`config.mk`:
```
export PLATFORM = sky130hd
export DESIGN_NAME = tic_trap_and_interrupt_control
export DESIGN_NICKNAME = d
export VERILOG_FILES = /design/src/hw/tic_pkg.sv /design/src/hw/tic_edge_detect.sv /design/src/hw/tic_sticky_flags.sv /design/src/hw/tic_trap_and_interrupt_control.sv
export SDC_FILE = /design/constraint.sdc
export NUM_CORES = 1
export LEC_CHECK = 0
export BUFFER_PORTS_ARGS = -buffer_cell sky130_fd_sc_hd__buf_2
export CORE_MARGIN = 8
export CORE_UTILIZATION = 40
export CTS_CLUSTER_DIAMETER = 60
export DETAILED_ROUTE_END_ITERATION = 10
export GPL_TIMING_DRIVEN = 0
export HOLD_SLACK_MARGIN = 0.1
export SLEW_MARGIN = 20
export SYNTH_ARGS = -nofsm -noshare
export SYNTH_HDL_FRONTEND = slang
export SYNTH_SLANG_ARGS = --single-unit
export TNS_END_PERCENT = 100
```
`constraint.sdc`:
```
create_clock -name clk_sys_i -period 1.6 [get_ports clk_sys_i]
set_input_delay 0.24 -clock clk_sys_i [delete_from_list [all_inputs] [get_ports clk_sys_i]]
set_output_delay 0.24 -clock clk_sys_i [all_outputs]
set_load 0.005 [all_outputs]
```
`src/hw/tic_pkg.sv`:
```
// Shared constants and types for the trap and interrupt control block.
// Assumes a 16-bit register port with word indices and one system clock.
package tic_pkg;

  // Register word size and index width of the register port.
  localparam int unsigned DATA_W = 16;
  localparam int unsigned ADDR_W = 2;

  // Register indices on the register port.
  localparam logic [1:0] OFS_TRAP_CONTROL   = 2'h0;
  localparam logic [1:0] OFS_GLOBAL_CONTROL = 2'h1;
  localparam logic [1:0] OFS_FLAG_WORD0     = 2'h2;
  localparam logic [1:0] OFS_PRIORITY       = 2'h3;

  // Field positions in interrupt_trap_control.
  localparam int unsigned BIT_NESTING_OFF  = 15;
  localparam int unsigned BIT_ACC_A_OVF    = 14;
  localparam int unsigned BIT_ACC_B_OVF    = 13;
  localparam int unsigned BIT_ACC_A_CAT    = 12;
  localparam int unsigned BIT_ACC_B_CAT    = 11;
  localparam int unsigned BIT_ACC_A_OVF_EN = 10;
  localparam int unsigned BIT_ACC_B_OVF_EN = 9;
  localparam int unsigned BIT_CAT_EN       = 8;
  localparam int unsigned BIT_BAD_SHIFT    = 7;
  localparam int unsigned BIT_DIVIDE_ZERO  = 6;
  localparam int unsigned BIT_DMA_FAULT    = 5;
  localparam int unsigned BIT_ARITH        = 4;
  localparam int unsigned BIT_ADDRESS      = 3;
  localparam int unsigned BIT_STACK        = 2;
  localparam int unsigned BIT_OSC          = 1;

  // Field positions in interrupt_global_control.
  localparam int unsigned BIT_ALT_VECTOR   = 15;
  localparam int unsigned BIT_TIMED_BLOCK  = 14;
  localparam int unsigned EXT_COUNT        = 3;

  // Field positions in interrupt_flag_word0.
  localparam int unsigned BIT_EXT0_REQUEST = 0;
  localparam int unsigned BIT_FLAG_UNUSED  = 15;

  // Field position and width of the CPU priority level.
  localparam int unsigned PRIO_W           = 3;

  // Writable and readable masks of trap control and flag word; global control mask covers only its polarity field.
  localparam logic [15:0] MASK_TRAP_CONTROL   = 16'hfffe;
  localparam logic [15:0] MASK_GLOBAL_CONTROL = 16'h0007;
  localparam logic [15:0] MASK_FLAG_WORD0     = 16'h7fff;

  // Reset values.
  localparam logic [15:0] RST_TRAP_CONTROL    = 16'h0000;
  localparam logic [15:0] RST_FLAG_WORD0      = 16'h0000;
  localparam logic [2:0]  RST_EDGE_POLARITY   = 3'h0;
  localparam logic [2:0]  RST_PRIORITY        = 3'h0;

  // Trap events that the core reports, one cycle each.
  typedef struct packed {
    logic acc_a_ovf;
    logic acc_b_ovf;
    logic acc_a_cat;
    logic acc_b_cat;
    logic bad_shift;
    logic divide_zero;
    logic dma_fault;
    logic address_fault;
    logic stack_fault;
    logic osc_fault;
  } tic_trap_event_t;

  // Register port request from the core.
  typedef struct packed {
    logic [1:0]  addr;
    logic [15:0] wdata;
    logic        wr;
    logic        rd;
  } tic_reg_req_t;

endpackage

```
`src/hw/tic_edge_detect.sv`:
```
// One external interrupt pin: three-stage synchroniser and edge detector.
// Assumes an asynchronous pin; a change counts when stages two and three agree.
`timescale 1ns/10ps
module tic_edge_detect (
  input  wire logic clk_sys_i,
  input  wire logic rst_n_i,
  input  wire logic pin_i,
  input  wire logic falling_i,
  output logic      edge_o
);

  typedef struct packed {
    logic s1;
    logic s2;
    logic s3;
    logic level;
    logic pulse;
  } tic_edge_state_t;

  tic_edge_state_t state;
  tic_edge_state_t next_state;

  ////////////////////////////////////////////////////////////////////////////
  // The settled level moves only once stages two and three agree.
  always_comb begin
    next_state       = state;
    next_state.s1    = pin_i;
    next_state.s2    = state.s1;
    next_state.s3    = state.s2;
    next_state.pulse = 1'b0;
    if ((state.s2 == state.s3) && (state.s3 != state.level)) begin
      next_state.level = state.s3;
      next_state.pulse = falling_i ? ~state.s3 : state.s3;
    end
  end

  // State register.
  always_ff @(posedge clk_sys_i or negedge rst_n_i) begin
    if (!rst_n_i) begin
      state <= '0;
    end else begin
      state <= next_state;
    end
  end

  assign edge_o = state.pulse;

endmodule

```
`src/hw/tic_sticky_flags.sv`:
```
// Bank of sticky request flags, set by hardware and written by software.
// Assumes set pulses and writes on the same clock; a set beats a clear.
`timescale 1ns/10ps
module tic_sticky_flags #(
  parameter int unsigned W = 16
) (
  input  wire logic         clk_sys_i,
  input  wire logic         rst_n_i,
  input  wire logic [W-1:0] set_i,
  input  wire logic         wr_i,
  input  wire logic [W-1:0] wdata_i,
  input  wire logic [W-1:0] mask_i,
  output logic      [W-1:0] flags_o
);

  typedef struct packed {
    logic [W-1:0] flags;
  } tic_sticky_state_t;

  tic_sticky_state_t state;
  tic_sticky_state_t next_state;

  ////////////////////////////////////////////////////////////////////////////
  // Software write replaces the flags, then any set in this cycle is added.
  always_comb begin
    next_state = state;
    if (wr_i) begin
      next_state.flags = wdata_i & mask_i;
    end
    next_state.flags = (next_state.flags | set_i) & mask_i;
  end

  // State register.
  always_ff @(posedge clk_sys_i or negedge rst_n_i) begin
    if (!rst_n_i) begin
      state <= '0;
    end else begin
      state <= next_state;
    end
  end

  assign flags_o = state.flags;

endmodule

```
`src/hw/tic_trap_and_interrupt_control.sv`:
```
// Trap and interrupt control: trap status, global control, first flag word.
// Assumes the core drives the register port and trap events on clk_sys_i,
// peripherals pulse their requests on the same clock, external pins are async.
//
// Operation
// - Top bit of trap control is a read/write nesting-disable control.
// - Ordinary accumulator A and B overflow traps set their own flags.
// - Catastrophic overflow traps of A and B set their own flags.
// - Each accumulator overflow trap is raised only while its enable is set.
// - Catastrophic overflow traps need the single shared enable bit.
// - Invalid accumulator shift math trap sets the bad-shift flag.
// - Divide-by-zero math trap sets the divide-zero flag.
// - DMA controller error trap sets the DMA fault flag.
// - Any math error trap sets the general arithmetic flag.
// - Address error and stack error traps set their own flags.
// - Oscillator failure trap sets the oscillator fault flag.
// - Alternate vector select bit chooses alternate or default vector table.
// - Read-only bit shows while timed interrupt block is in effect.
// - External interrupt polarity one means falling edge, zero rising.
// - Unimplemented positions of all three registers read as zero.
// - A flag reads one once its source requested, zero before.
// - DMA channel 1 done at flag bit 14, channel 0 at bit 4.
// - Converter 1 done flag sits at flag bit 13.
// - UART A transmit flag at bit 12, receive flag at bit 11.
// - SPI A event flag at bit 10, error flag at bit 9.
// - Timer C flag at bit 8, timer B at 7, timer A at 3.
// - Compare channel 2 flag at bit 6, capture channel 2 at bit 5.
// - Compare ch1 at bit 2, capture ch1 at bit 1, ext 0 at bit 0.
// - Request flags stay set until software writes zero to them.
// - Priority level bits are read-only to software while nesting is off.
`timescale 1ns/10ps
module tic_trap_and_interrupt_control (
  input  wire logic                     clk_sys_i,
  input  wire logic                     rst_n_i,
  // Register port.
  input  wire logic [1:0]               reg_addr_i,
  input  wire logic [15:0]              reg_wdata_i,
  input  wire logic                     reg_wr_i,
  input  wire logic                     reg_rd_i,
  output logic      [15:0]              reg_rdata_o,
  // Trap events from the core, one cycle each.
  input  wire tic_pkg::tic_trap_event_t trap_event_i,
  // Timed interrupt block level from the core.
  input  wire logic                     timed_irq_block_i,
  // Peripheral request pulses in flag word positions.
  input  wire logic                     dma_ch1_done_i,
  input  wire logic                     converter1_done_i,
  input  wire logic                     uart_a_tx_i,
  input  wire logic                     uart_a_rx_i,
  input  wire logic                     spi_a_event_i,
  input  wire logic                     spi_a_error_i,
  input  wire logic                     timer_c_i,
  input  wire logic                     timer_b_i,
  input  wire logic                     compare_ch2_i,
  input  wire logic                     capture_ch2_i,
  input  wire logic                     dma_ch0_done_i,
  input  wire logic                     timer_a_i,
  input  wire logic                     compare_ch1_i,
  input  wire logic                     capture_ch1_i,
  // External interrupt pins, asynchronous.
  input  wire logic [2:0]               ext_pin_i,
  // Control and event outputs.
  output logic                          nesting_off_o,
  output logic                          alt_vector_select_o,
  output logic [2:0]                    cpu_priority_level_o,
  output logic                          trap_o,
  output logic [2:0]                    ext_edge_o
);

  ////////////////////////////////////////////////////////////////////////////
  // State of this module.

  typedef struct packed {
    logic        nesting_off;
    logic        acc_a_overflow_trap_en;
    logic        acc_b_overflow_trap_en;
    logic        catastrophic_trap_en;
    logic        alt_vector_select;
    logic        timed_irq_block_active;
    logic [2:0]  edge_polarity;
    logic [2:0]  cpu_priority_level;
    logic [15:0] rdata;
    logic        trap;
    logic [2:0]  ext_edge;
  } tic_ctrl_state_t;

  tic_ctrl_state_t state;
  tic_ctrl_state_t next_state;

  tic_pkg::tic_reg_req_t req;

  logic [15:0] trap_set;
  logic [15:0] trap_flags;
  logic [15:0] flag_set;
  logic [15:0] flag_word0;
  logic [2:0]  edge_hit;
  logic        trap_wr;
  logic        flag_wr;
  logic        acc_a_ovf_trap;
  logic        acc_b_ovf_trap;
  logic        acc_a_cat_trap;
  logic        acc_b_cat_trap;
  logic        math_trap;
  logic [15:0] trap_word;
  logic [15:0] global_word;
  logic [15:0] priority_word;

  ////////////////////////////////////////////////////////////////////////////
  // Register port decode.

  // Bundle the port into one request.
  assign req.addr  = reg_addr_i;
  assign req.wdata = reg_wdata_i;
  assign req.wr    = reg_wr_i;
  assign req.rd    = reg_rd_i;

  // Write strobes of the two sticky banks.
  assign trap_wr = req.wr && (req.addr == tic_pkg::OFS_TRAP_CONTROL);
  assign flag_wr = req.wr && (req.addr == tic_pkg::OFS_FLAG_WORD0);

  ////////////////////////////////////////////////////////////////////////////
  // Trap qualification.

  // Overflow traps are taken only while their enables are set.
  assign acc_a_ovf_trap = trap_event_i.acc_a_ovf && state.acc_a_overflow_trap_en;
  assign acc_b_ovf_trap = trap_event_i.acc_b_ovf && state.acc_b_overflow_trap_en;
  assign acc_a_cat_trap = trap_event_i.acc_a_cat && state.catastrophic_trap_en;
  assign acc_b_cat_trap = trap_event_i.acc_b_cat && state.catastrophic_trap_en;

  // Every math cause also marks the general arithmetic flag.
  assign math_trap = acc_a_ovf_trap | acc_b_ovf_trap | acc_a_cat_trap | acc_b_cat_trap
                   | trap_event_i.bad_shift | trap_event_i.divide_zero;

  // Set pulses of the trap status bits.
  always_comb begin
    trap_set                               = 16'h0000;
    trap_set[tic_pkg::BIT_ACC_A_OVF]       = acc_a_ovf_trap;
    trap_set[tic_pkg::BIT_ACC_B_OVF]       = acc_b_ovf_trap;
    trap_set[tic_pkg::BIT_ACC_A_CAT]       = acc_a_cat_trap;
    trap_set[tic_pkg::BIT_ACC_B_CAT]       = acc_b_cat_trap;
    trap_set[tic_pkg::BIT_BAD_SHIFT]       = trap_event_i.bad_shift;
    trap_set[tic_pkg::BIT_DIVIDE_ZERO]     = trap_event_i.divide_zero;
    trap_set[tic_pkg::BIT_DMA_FAULT]       = trap_event_i.dma_fault;
    trap_set[tic_pkg::BIT_ARITH]           = math_trap;
    trap_set[tic_pkg::BIT_ADDRESS]         = trap_event_i.address_fault;
    trap_set[tic_pkg::BIT_STACK]           = trap_event_i.stack_fault;
    trap_set[tic_pkg::BIT_OSC]             = trap_event_i.osc_fault;
  end

  // Trap status flags; the control bits in the same word live in the state.
  tic_sticky_flags #(
    .W (16)
  ) u_trap_flags (
    .clk_sys_i (clk_sys_i),
    .rst_n_i   (rst_n_i),
    .set_i     (trap_set),
    .wr_i      (trap_wr),
    .wdata_i   (req.wdata),
    .mask_i    (16'h78fe),
    .flags_o   (trap_flags)
  );

  ////////////////////////////////////////////////////////////////////////////
  // External interrupt edges.

  // One synchroniser and edge detector per external pin.
  generate
    for (genvar i = 0; i < tic_pkg::EXT_COUNT; i++) begin : g_ext
      tic_edge_detect u_edge (
        .clk_sys_i (clk_sys_i),
        .rst_n_i   (rst_n_i),
        .pin_i     (ext_pin_i[i]),
        .falling_i (state.edge_polarity[i]),
        .edge_o    (edge_hit[i])
      );
    end
  endgenerate

  ////////////////////////////////////////////////////////////////////////////
  // First interrupt flag word.

  // Each source pulse lands on its own flag position.
  always_comb begin
    flag_set                               = 16'h0000;
    flag_set[14]                           = dma_ch1_done_i;
    flag_set[13]                           = converter1_done_i;
    flag_set[12]                           = uart_a_tx_i;
    flag_set[11]                           = uart_a_rx_i;
    flag_set[10]                           = spi_a_event_i;
    flag_set[9]                            = spi_a_error_i;
    flag_set[8]                            = timer_c_i;
    flag_set[7]                            = timer_b_i;
    flag_set[6]                            = compare_ch2_i;
    flag_set[5]                            = capture_ch2_i;
    flag_set[4]                            = dma_ch0_done_i;
    flag_set[3]                            = timer_a_i;
    flag_set[2]                            = compare_ch1_i;
    flag_set[1]                            = capture_ch1_i;
    flag_set[tic_pkg::BIT_EXT0_REQUEST]    = edge_hit[0];
  end

  // Flags stay set until software writes zero over them.
  tic_sticky_flags #(
    .W (16)
  ) u_flag_word0 (
    .clk_sys_i (clk_sys_i),
    .rst_n_i   (rst_n_i),
    .set_i     (flag_set),
    .wr_i      (flag_wr),
    .wdata_i   (req.wdata),
    .mask_i    (tic_pkg::MASK_FLAG_WORD0),
    .flags_o   (flag_word0)
  );

  ////////////////////////////////////////////////////////////////////////////
  // Read views of the registers.

  // Trap control word: control bits from the state, status from the bank.
  always_comb begin
    trap_word                                = trap_flags;
    trap_word[tic_pkg::BIT_NESTING_OFF]      = state.nesting_off;
    trap_word[tic_pkg::BIT_ACC_A_OVF_EN]     = state.acc_a_overflow_trap_en;
    trap_word[tic_pkg::BIT_ACC_B_OVF_EN]     = state.acc_b_overflow_trap_en;
    trap_word[tic_pkg::BIT_CAT_EN]           = state.catastrophic_trap_en;
    trap_word                                = trap_word & tic_pkg::MASK_TRAP_CONTROL;
  end

  // Global control word with its read-only timed block status.
  always_comb begin
    global_word                              = 16'h0000;
    global_word[tic_pkg::BIT_ALT_VECTOR]     = state.alt_vector_select;
    global_word[tic_pkg::BIT_TIMED_BLOCK]    = state.timed_irq_block_active;
    global_word[2:0]                         = state.edge_polarity;
  end

  // Priority level word in the low bits.
  always_comb begin
    priority_word                            = 16'h0000;
    priority_word[tic_pkg::PRIO_W-1:0]       = state.cpu_priority_level;
  end

  ////////////////////////////////////////////////////////////////////////////
  // Next state.

  // Control writes, read data capture and registered event outputs.
  always_comb begin
    next_state                        = state;
    next_state.timed_irq_block_active = timed_irq_block_i;
    next_state.trap                   = |trap_set;
    next_state.ext_edge               = edge_hit;
    next_state.rdata                  = 16'h0000;

    // Register writes.
    if (req.wr) begin
      case (req.addr)
        tic_pkg::OFS_TRAP_CONTROL: begin
          next_state.nesting_off            = req.wdata[tic_pkg::BIT_NESTING_OFF];
          next_state.acc_a_overflow_trap_en = req.wdata[tic_pkg::BIT_ACC_A_OVF_EN];
          next_state.acc_b_overflow_trap_en = req.wdata[tic_pkg::BIT_ACC_B_OVF_EN];
          next_state.catastrophic_trap_en   = req.wdata[tic_pkg::BIT_CAT_EN];
        end
        tic_pkg::OFS_GLOBAL_CONTROL: begin
          next_state.alt_vector_select = req.wdata[tic_pkg::BIT_ALT_VECTOR];
          next_state.edge_polarity     = req.wdata[2:0];
        end
        tic_pkg::OFS_PRIORITY: begin
          // The level is frozen against software while nesting is off.
          if (!state.nesting_off) begin
            next_state.cpu_priority_level = req.wdata[tic_pkg::PRIO_W-1:0];
          end
        end
        default: begin
          next_state.cpu_priority_level = state.cpu_priority_level;
        end
      endcase
    end

    // Register reads answer in the next cycle only.
    if (req.rd) begin
      case (req.addr)
        tic_pkg::OFS_TRAP_CONTROL:   next_state.rdata = trap_word;
        tic_pkg::OFS_GLOBAL_CONTROL: next_state.rdata = global_word;
        tic_pkg::OFS_FLAG_WORD0:     next_state.rdata = flag_word0;
        tic_pkg::OFS_PRIORITY:       next_state.rdata = priority_word;
        default:                     next_state.rdata = 16'h0000;
      endcase
    end
  end

  ////////////////////////////////////////////////////////////////////////////
  // State register.

  // Everything clears at reset.
  always_ff @(posedge clk_sys_i or negedge rst_n_i) begin
    if (!rst_n_i) begin
      state                    <= '0;
      state.edge_polarity      <= tic_pkg::RST_EDGE_POLARITY;
      state.cpu_priority_level <= tic_pkg::RST_PRIORITY;
    end else begin
      state <= next_state;
    end
  end

  ////////////////////////////////////////////////////////////////////////////
  // Outputs, each straight from a flip-flop.

  // Nesting and vector table controls steer the core.
  assign nesting_off_o        = state.nesting_off;
  assign alt_vector_select_o  = state.alt_vector_select;
  assign cpu_priority_level_o = state.cpu_priority_level;
  assign trap_o               = state.trap;
  assign ext_edge_o           = state.ext_edge;
  assign reg_rdata_o          = state.rdata;

endmodule

```
==> After elaboration in Yosys (flattened, before gate mapping) <==
Cells that the tools add are included.
{ "word_totals": {"elab_cells": 72, "mem_bits_rw": 0, "output_inout_bits": 25, "romBits": 0, "register_bits": 73, "n_memories": 0, "latchBits": 0} }
{ "op_classes": {"n_reduce_logical": 14, "eq_ne": 9, "muxes": 10, "n_lt_le_gt_ge": 0, "shift": 0, "bitwise": 11, "n_mul": 0, "div_mod_pow": 0, "add_sub_neg": 0} }
{ "ops": {"columns": ["operator", "n"], "rows": [
  ["$pmux W16 S4", 1],
  ["$mux W15", 2],
  ["$or A15 B15 Y15", 2],
  ["$mux W16", 1],
  ["$reduce_or A11 Y1", 1],
  ["$logic_and A1 B1 Y1", 9],
  ["$mux W1", 6],
  ["$or A1 B1 Y1", 5],
  ["$eq A2 B2 Y1 const B", 2],
  ["$not A1 Y1", 4],
  ["$reduce_and A2 Y1", 2],
  ["$eq A1 B1 Y1", 3],
  ["$ne A1 B1 Y1", 3],
  ["$reduce_and A3 Y1", 1],
  ["$eq A2 B1 Y1 const B", 1],
  ["$logic_not A2 Y1", 1]
]} }

==> Depth between registers and ports, before layout <==
{ "logic_depth": {"word_depth": 7, "depth_mapped": 5, "ltp_nobuf": 3} }

==> Modules after synthesis <==
Synthesis repeated with hierarchy kept, for this count alone.
{ "hier_totals": {"hier_cells": 249, "area_unflattened_um2": 3568.4} }
{ "by_module_without_submodules": {"columns": ["module", "cells_per_inst", "n_inst", "area_per_inst_um2", "seq_area_each_um2"], "rows": [
  ["tic_trap_and_interrupt_control", 122, 1, 1541.5, 800.8],
  ["tic_sticky_flags", 50, 2, 769.5, 400.4],
  ["tic_edge_detect", 9, 3, 162.7, 125.1]
]} }

==> Least setup slack after synthesis <==
Ideal clock, no wire load.
{ "synth_timing": {"kind": "input port to flip-flop", "from": "input port reg_addr_i[1]", "to": "register u_trap_flags.state (netlist bit u_trap_flags.flags_o[13])", "cell_stages": 5, "setup_slack_ps": 480, "arrival_ps": 1001, "path_buffers": 2, "setup_ps": 119, "cell_sequence": "nor3b_4 > buf_6 > buf_12 > mux2i_1 > nand2_1"} }
{ "synth_rtl": {"columns": ["element", "line_no", "source"], "rows": [
  ["start: declaration", "tic_trap_and_interrupt_control.sv:36", "input wire logic [1:0] reg_addr_i,"],
  ["end signal: assignment", "tic_sticky_flags.sv:38", "state <= next_state;"],
  ["end: declaration", "tic_sticky_flags.sv:20", "tic_sticky_state_t state;"]
]} }

==> Final worst setup path <==
{ "layout_timing": {"from": "register state (netlist bit cpu_priority_level_o[1])", "to": "output port cpu_priority_level_o[1]"} }
{ "layout_rtl": {"columns": ["element", "line_no", "source"], "rows": [
  ["start: declaration", "tic_trap_and_interrupt_control.sv:87", "tic_ctrl_state_t state;"],
  ["start signal: assignment", "tic_trap_and_interrupt_control.sv:300", "state <= next_state;"],
  ["end: declaration", "tic_trap_and_interrupt_control.sv:65", "output logic [2:0] cpu_priority_level_o,"]
]} }
No word-level cell between the ends.

==> results.yml <==
run_status:
  status: "finished, final reports clean"
clocking:
  cts_sinks: 73
  cts_setup_buffers: 0
  htree_num_levels: 3
  root_buffer: "clkbuf_8"
  clk_pin_slew_worst_paths_ps: 70
  cts_buffer_depth: 2
  cts_buffers: 9
  cts_tree: "yes"
  clk-insertion-delay-late_ps: 330
cells_and_area:
  fill_cells: 706
  final_nets: 395
  n_antenna_cell: 0
  drive_above_1_share: 0.380
  area_growth_pct: 27.2
sta:
  fin_crit_ps: 1210
  relSlewSlack: 0.794
  drv_slew: 0
  fmax_mhz: 823
  finalClockSkew_ps: 7.33
  hold_viol: 0
  holdWs_ps: 115
  rsz0062_at_grt: "no"
  setup_viol: 0
  worst_pin_slew_ps: 308
  min_period_over_period: 0.759
yosys:
  async_reset_ff_frac: 1.00
  ys_seq_elements: 73
  yosysSeqAreaShare: 0.593
  synth_enable_flop_cells: 0
  synthCells: 243
  netlist_area_um2: 3080
  synth_fp_nets: 293
  postSynthAreaPerCell_um2: 12.7
  synth-main-ff-cell: "dfrtp_1"
  synth_warnings: 0
  netlist-cell-type-count: 27
worst_setup_path:
  path_cells: "buf_4, buf_2"
  crit_required_ps: 1360
  setup.worst_path.end_class: "output pin"
  critical_path_arrival_ps: 970
  worstReg2RegStart: "global_word[1]$_DFFE_PN0P_"
  crit_type: "reg -> out"
  reg2reg_slack_ps: 390
  crit_buf_inv: 2
  start_kind: "flop"
  critPathMaxFanout: 3
  cp_slowest_cell: "dfrtp_1"
  r2r_cells: 2
  max_stage_delay_ps: 400
  crit_family: "flip-flops"
  timing.rr.end: "reg_rdata_o[1]$_DFF_PN0_"
min_path:
  min_path_cells: 2
  hold_end: "u_trap_flags.flags_o[7]$_DFF_PN0_"
  min_from: "trap_event_i[5]"
  min-delay-path-class: "in -> reg"
placed_design:
  dpl.hpwl_um: 4950
  portBuffers: 74
  gp_congestion: 0.783
global_routing:
  grt_pass1_wl_um: 11400
  met2_usage: 0.196
  antenna_found_initial: 0
  grt_max_degree: 54
  grt_use_total: 0.132
  grt_pass1_vias: 2194
  top_usage_layer: "met2"
  grt_overflow: 0
  grt_use_met1: 0.178
  use_met3: 0.0359
power:
  power.share.clock: 0.304
  p_leak_nw: 1.89
  vdd_drop_max_mv: 0.450
  p_total_mw: 3.92
  swShare: 0.245
  cellPowerDensity_nw_per_um2: 999
  pwr-share-seq: 0.540
  p_switching_mw: 0.960
  intPower_mw: 2.96
  p_comb_frac: 0.156
die:
  fp.dieH_um: 104
  rows: 32
  pin_count: 75
  core_um2: 7610
  start_util: 0.405
  fp.dieArea_um2: 10800
  dieWidth_um: 104
detailed_routing:
  dr.pass1.iters: 4
  vias_per_cell: 4.51
  drt_iter0_drc: 68
  final_antenna_net_count: 0
  totalWireLength_um: 6920
  route.detailed.drc: 0
  wire_per_inst_um: 15.4
  via_count: 2027
job:
  maxCapViolations: 0
## worst max-delay path by stage
stage / startpoint / end / slack (ps) / depth (start not counted)
global placement: rst_n_i / reg_rdata_o[8]$_DFF_PN0_ / -170 / 1
CTS: cpu_priority_level_o[0]$_DFFE_PN0P_ / cpu_priority_level_o[0] / 360 / 2
global route: cpu_priority_level_o[2]$_DFFE_PN0P_ / cpu_priority_level_o[2] / 330 / 2
finish: cpu_priority_level_o[1]$_DFFE_PN0P_ / cpu_priority_level_o[1] / 390 / 2
detailed placement: reg_addr_i[1] / u_trap_flags.flags_o[14]$_DFF_PN0_ / 140 / 6
floorplan: reg_addr_i[1] / u_trap_flags.flags_o[13]$_DFF_PN0_ / 480 / 5
## power by group through the flow
stage | clock [mW] | combinational (mW) | sequential [mW]
2_1_floorplan | 0 | 0.349 | 2.12
3_3_place_gp | 0 | 0.576 | 2.14
3_5_place_dp | 0 | 0.591 | 2.15
4_1_cts | 1.23 | 0.622 | 2.12
5_1_grt | 1.32 | 0.678 | 2.14
6_report | 1.19 | 0.612 | 2.11
## cell usage in the layout (no fill, tap or decap), types with 2 or more instances in the layout
master and count:
buf_2 75, dfrtp_1 73, nand2_1 40, buf_4 26, nand3b_1 19, mux2i_1 16
dlygate4sd3_1 16, nor2_1 12, mux2_2 12, clkbuf_8 10, nor2b_1 8, a211o_1 6
or4bb_1 6, buf_6 3, and2_1 3, maj3_1 3, o21ai_0 2, a221o_1 2
clkbuf_1 2
## final cells by class
class / count / area (um2) / area share
well taps: 102 / 128 / 0.0325
clock inverters: 1 / 5.00 / 0.00128
plain buffers: 31 / 251 / 0.0641
repair buffers: 91 / 561 / 0.143
multi-input cells: 139 / 1000 / 0.256
flip-flops and latches: 73 / 1830 / 0.466
clock buffers: 12 / 145 / 0.0370
## cell families after synthesis
group                      count (synthesis)  synth area share
adders and majority gates                  3           0.00974
AOI/OAI and AO/OA                         11            0.0292
muxes                                     30             0.112
and+or+nand+nor                           95             0.175
DFF                                       73             0.593
buffers and inverters                     31            0.0816
## synthesized netlist by cell type, types with 2 or more instances
master	number	share of area
buf_4	25	0.061
and2_1	3	0.0061
nor2b_1	8	0.016
maj3_1	3	0.0097
buf_6	3	0.011
nand2_1	40	0.049
mux2_2	12	0.044
or4bb_1	6	0.022
a211o_1	6	0.017
mux2i_1	16	0.052
nand3b_1	19	0.046
o21ai_0	2	0.0032
dfrtp_1	73	0.59
a221o_1	2	0.0065
buf_2	2	0.0032
nor2_1	12	0.015
## repair_timing
action / in CTS / in global routing
setup endpoints to repair: 0 / 0
hold buffers: 15 / 1
hold endpoints to repair: 34 / 1
resized for setup: 0 / 0
## state kept, by name, summed over array words and instances (netlist names), 4 cells and up
name	count
global_word	4
u_flag_word0.flags_o	15
g_ext.u_edge.state	6
g_ext.u_edge.next_state	6
u_trap_flags.flags_o	11
reg_rdata_o	16
## layer usage
metal | vias up | share of wire
met3 | 7 | 0.043
met5 | - | 0
met1 | 954 | 0.49
li1 | 1015 | -
met4 | 0 | 0.0091
met2 | 51 | 0.46
## metrics by stage
step / TNS, ps / setup WS [ps] / std cells / cell area [um2] / utilization
6_report: 0 / 385 / 449 / 3920 / 0.515
5_1_grt: 0 / 325 / 449 / 3920 / 0.515
4_1_cts: 0 / 365 / 448 / 3910 / 0.514
3_5_place_dp: 0 / 136 / 420 / 3610 / 0.475
3_3_place_gp: -11900 / -167 / 419 / 3580 / 0.471
2_1_floorplan: 0 / 480 / 243 / 3080 / -
(Power assumes the default switching activity.)
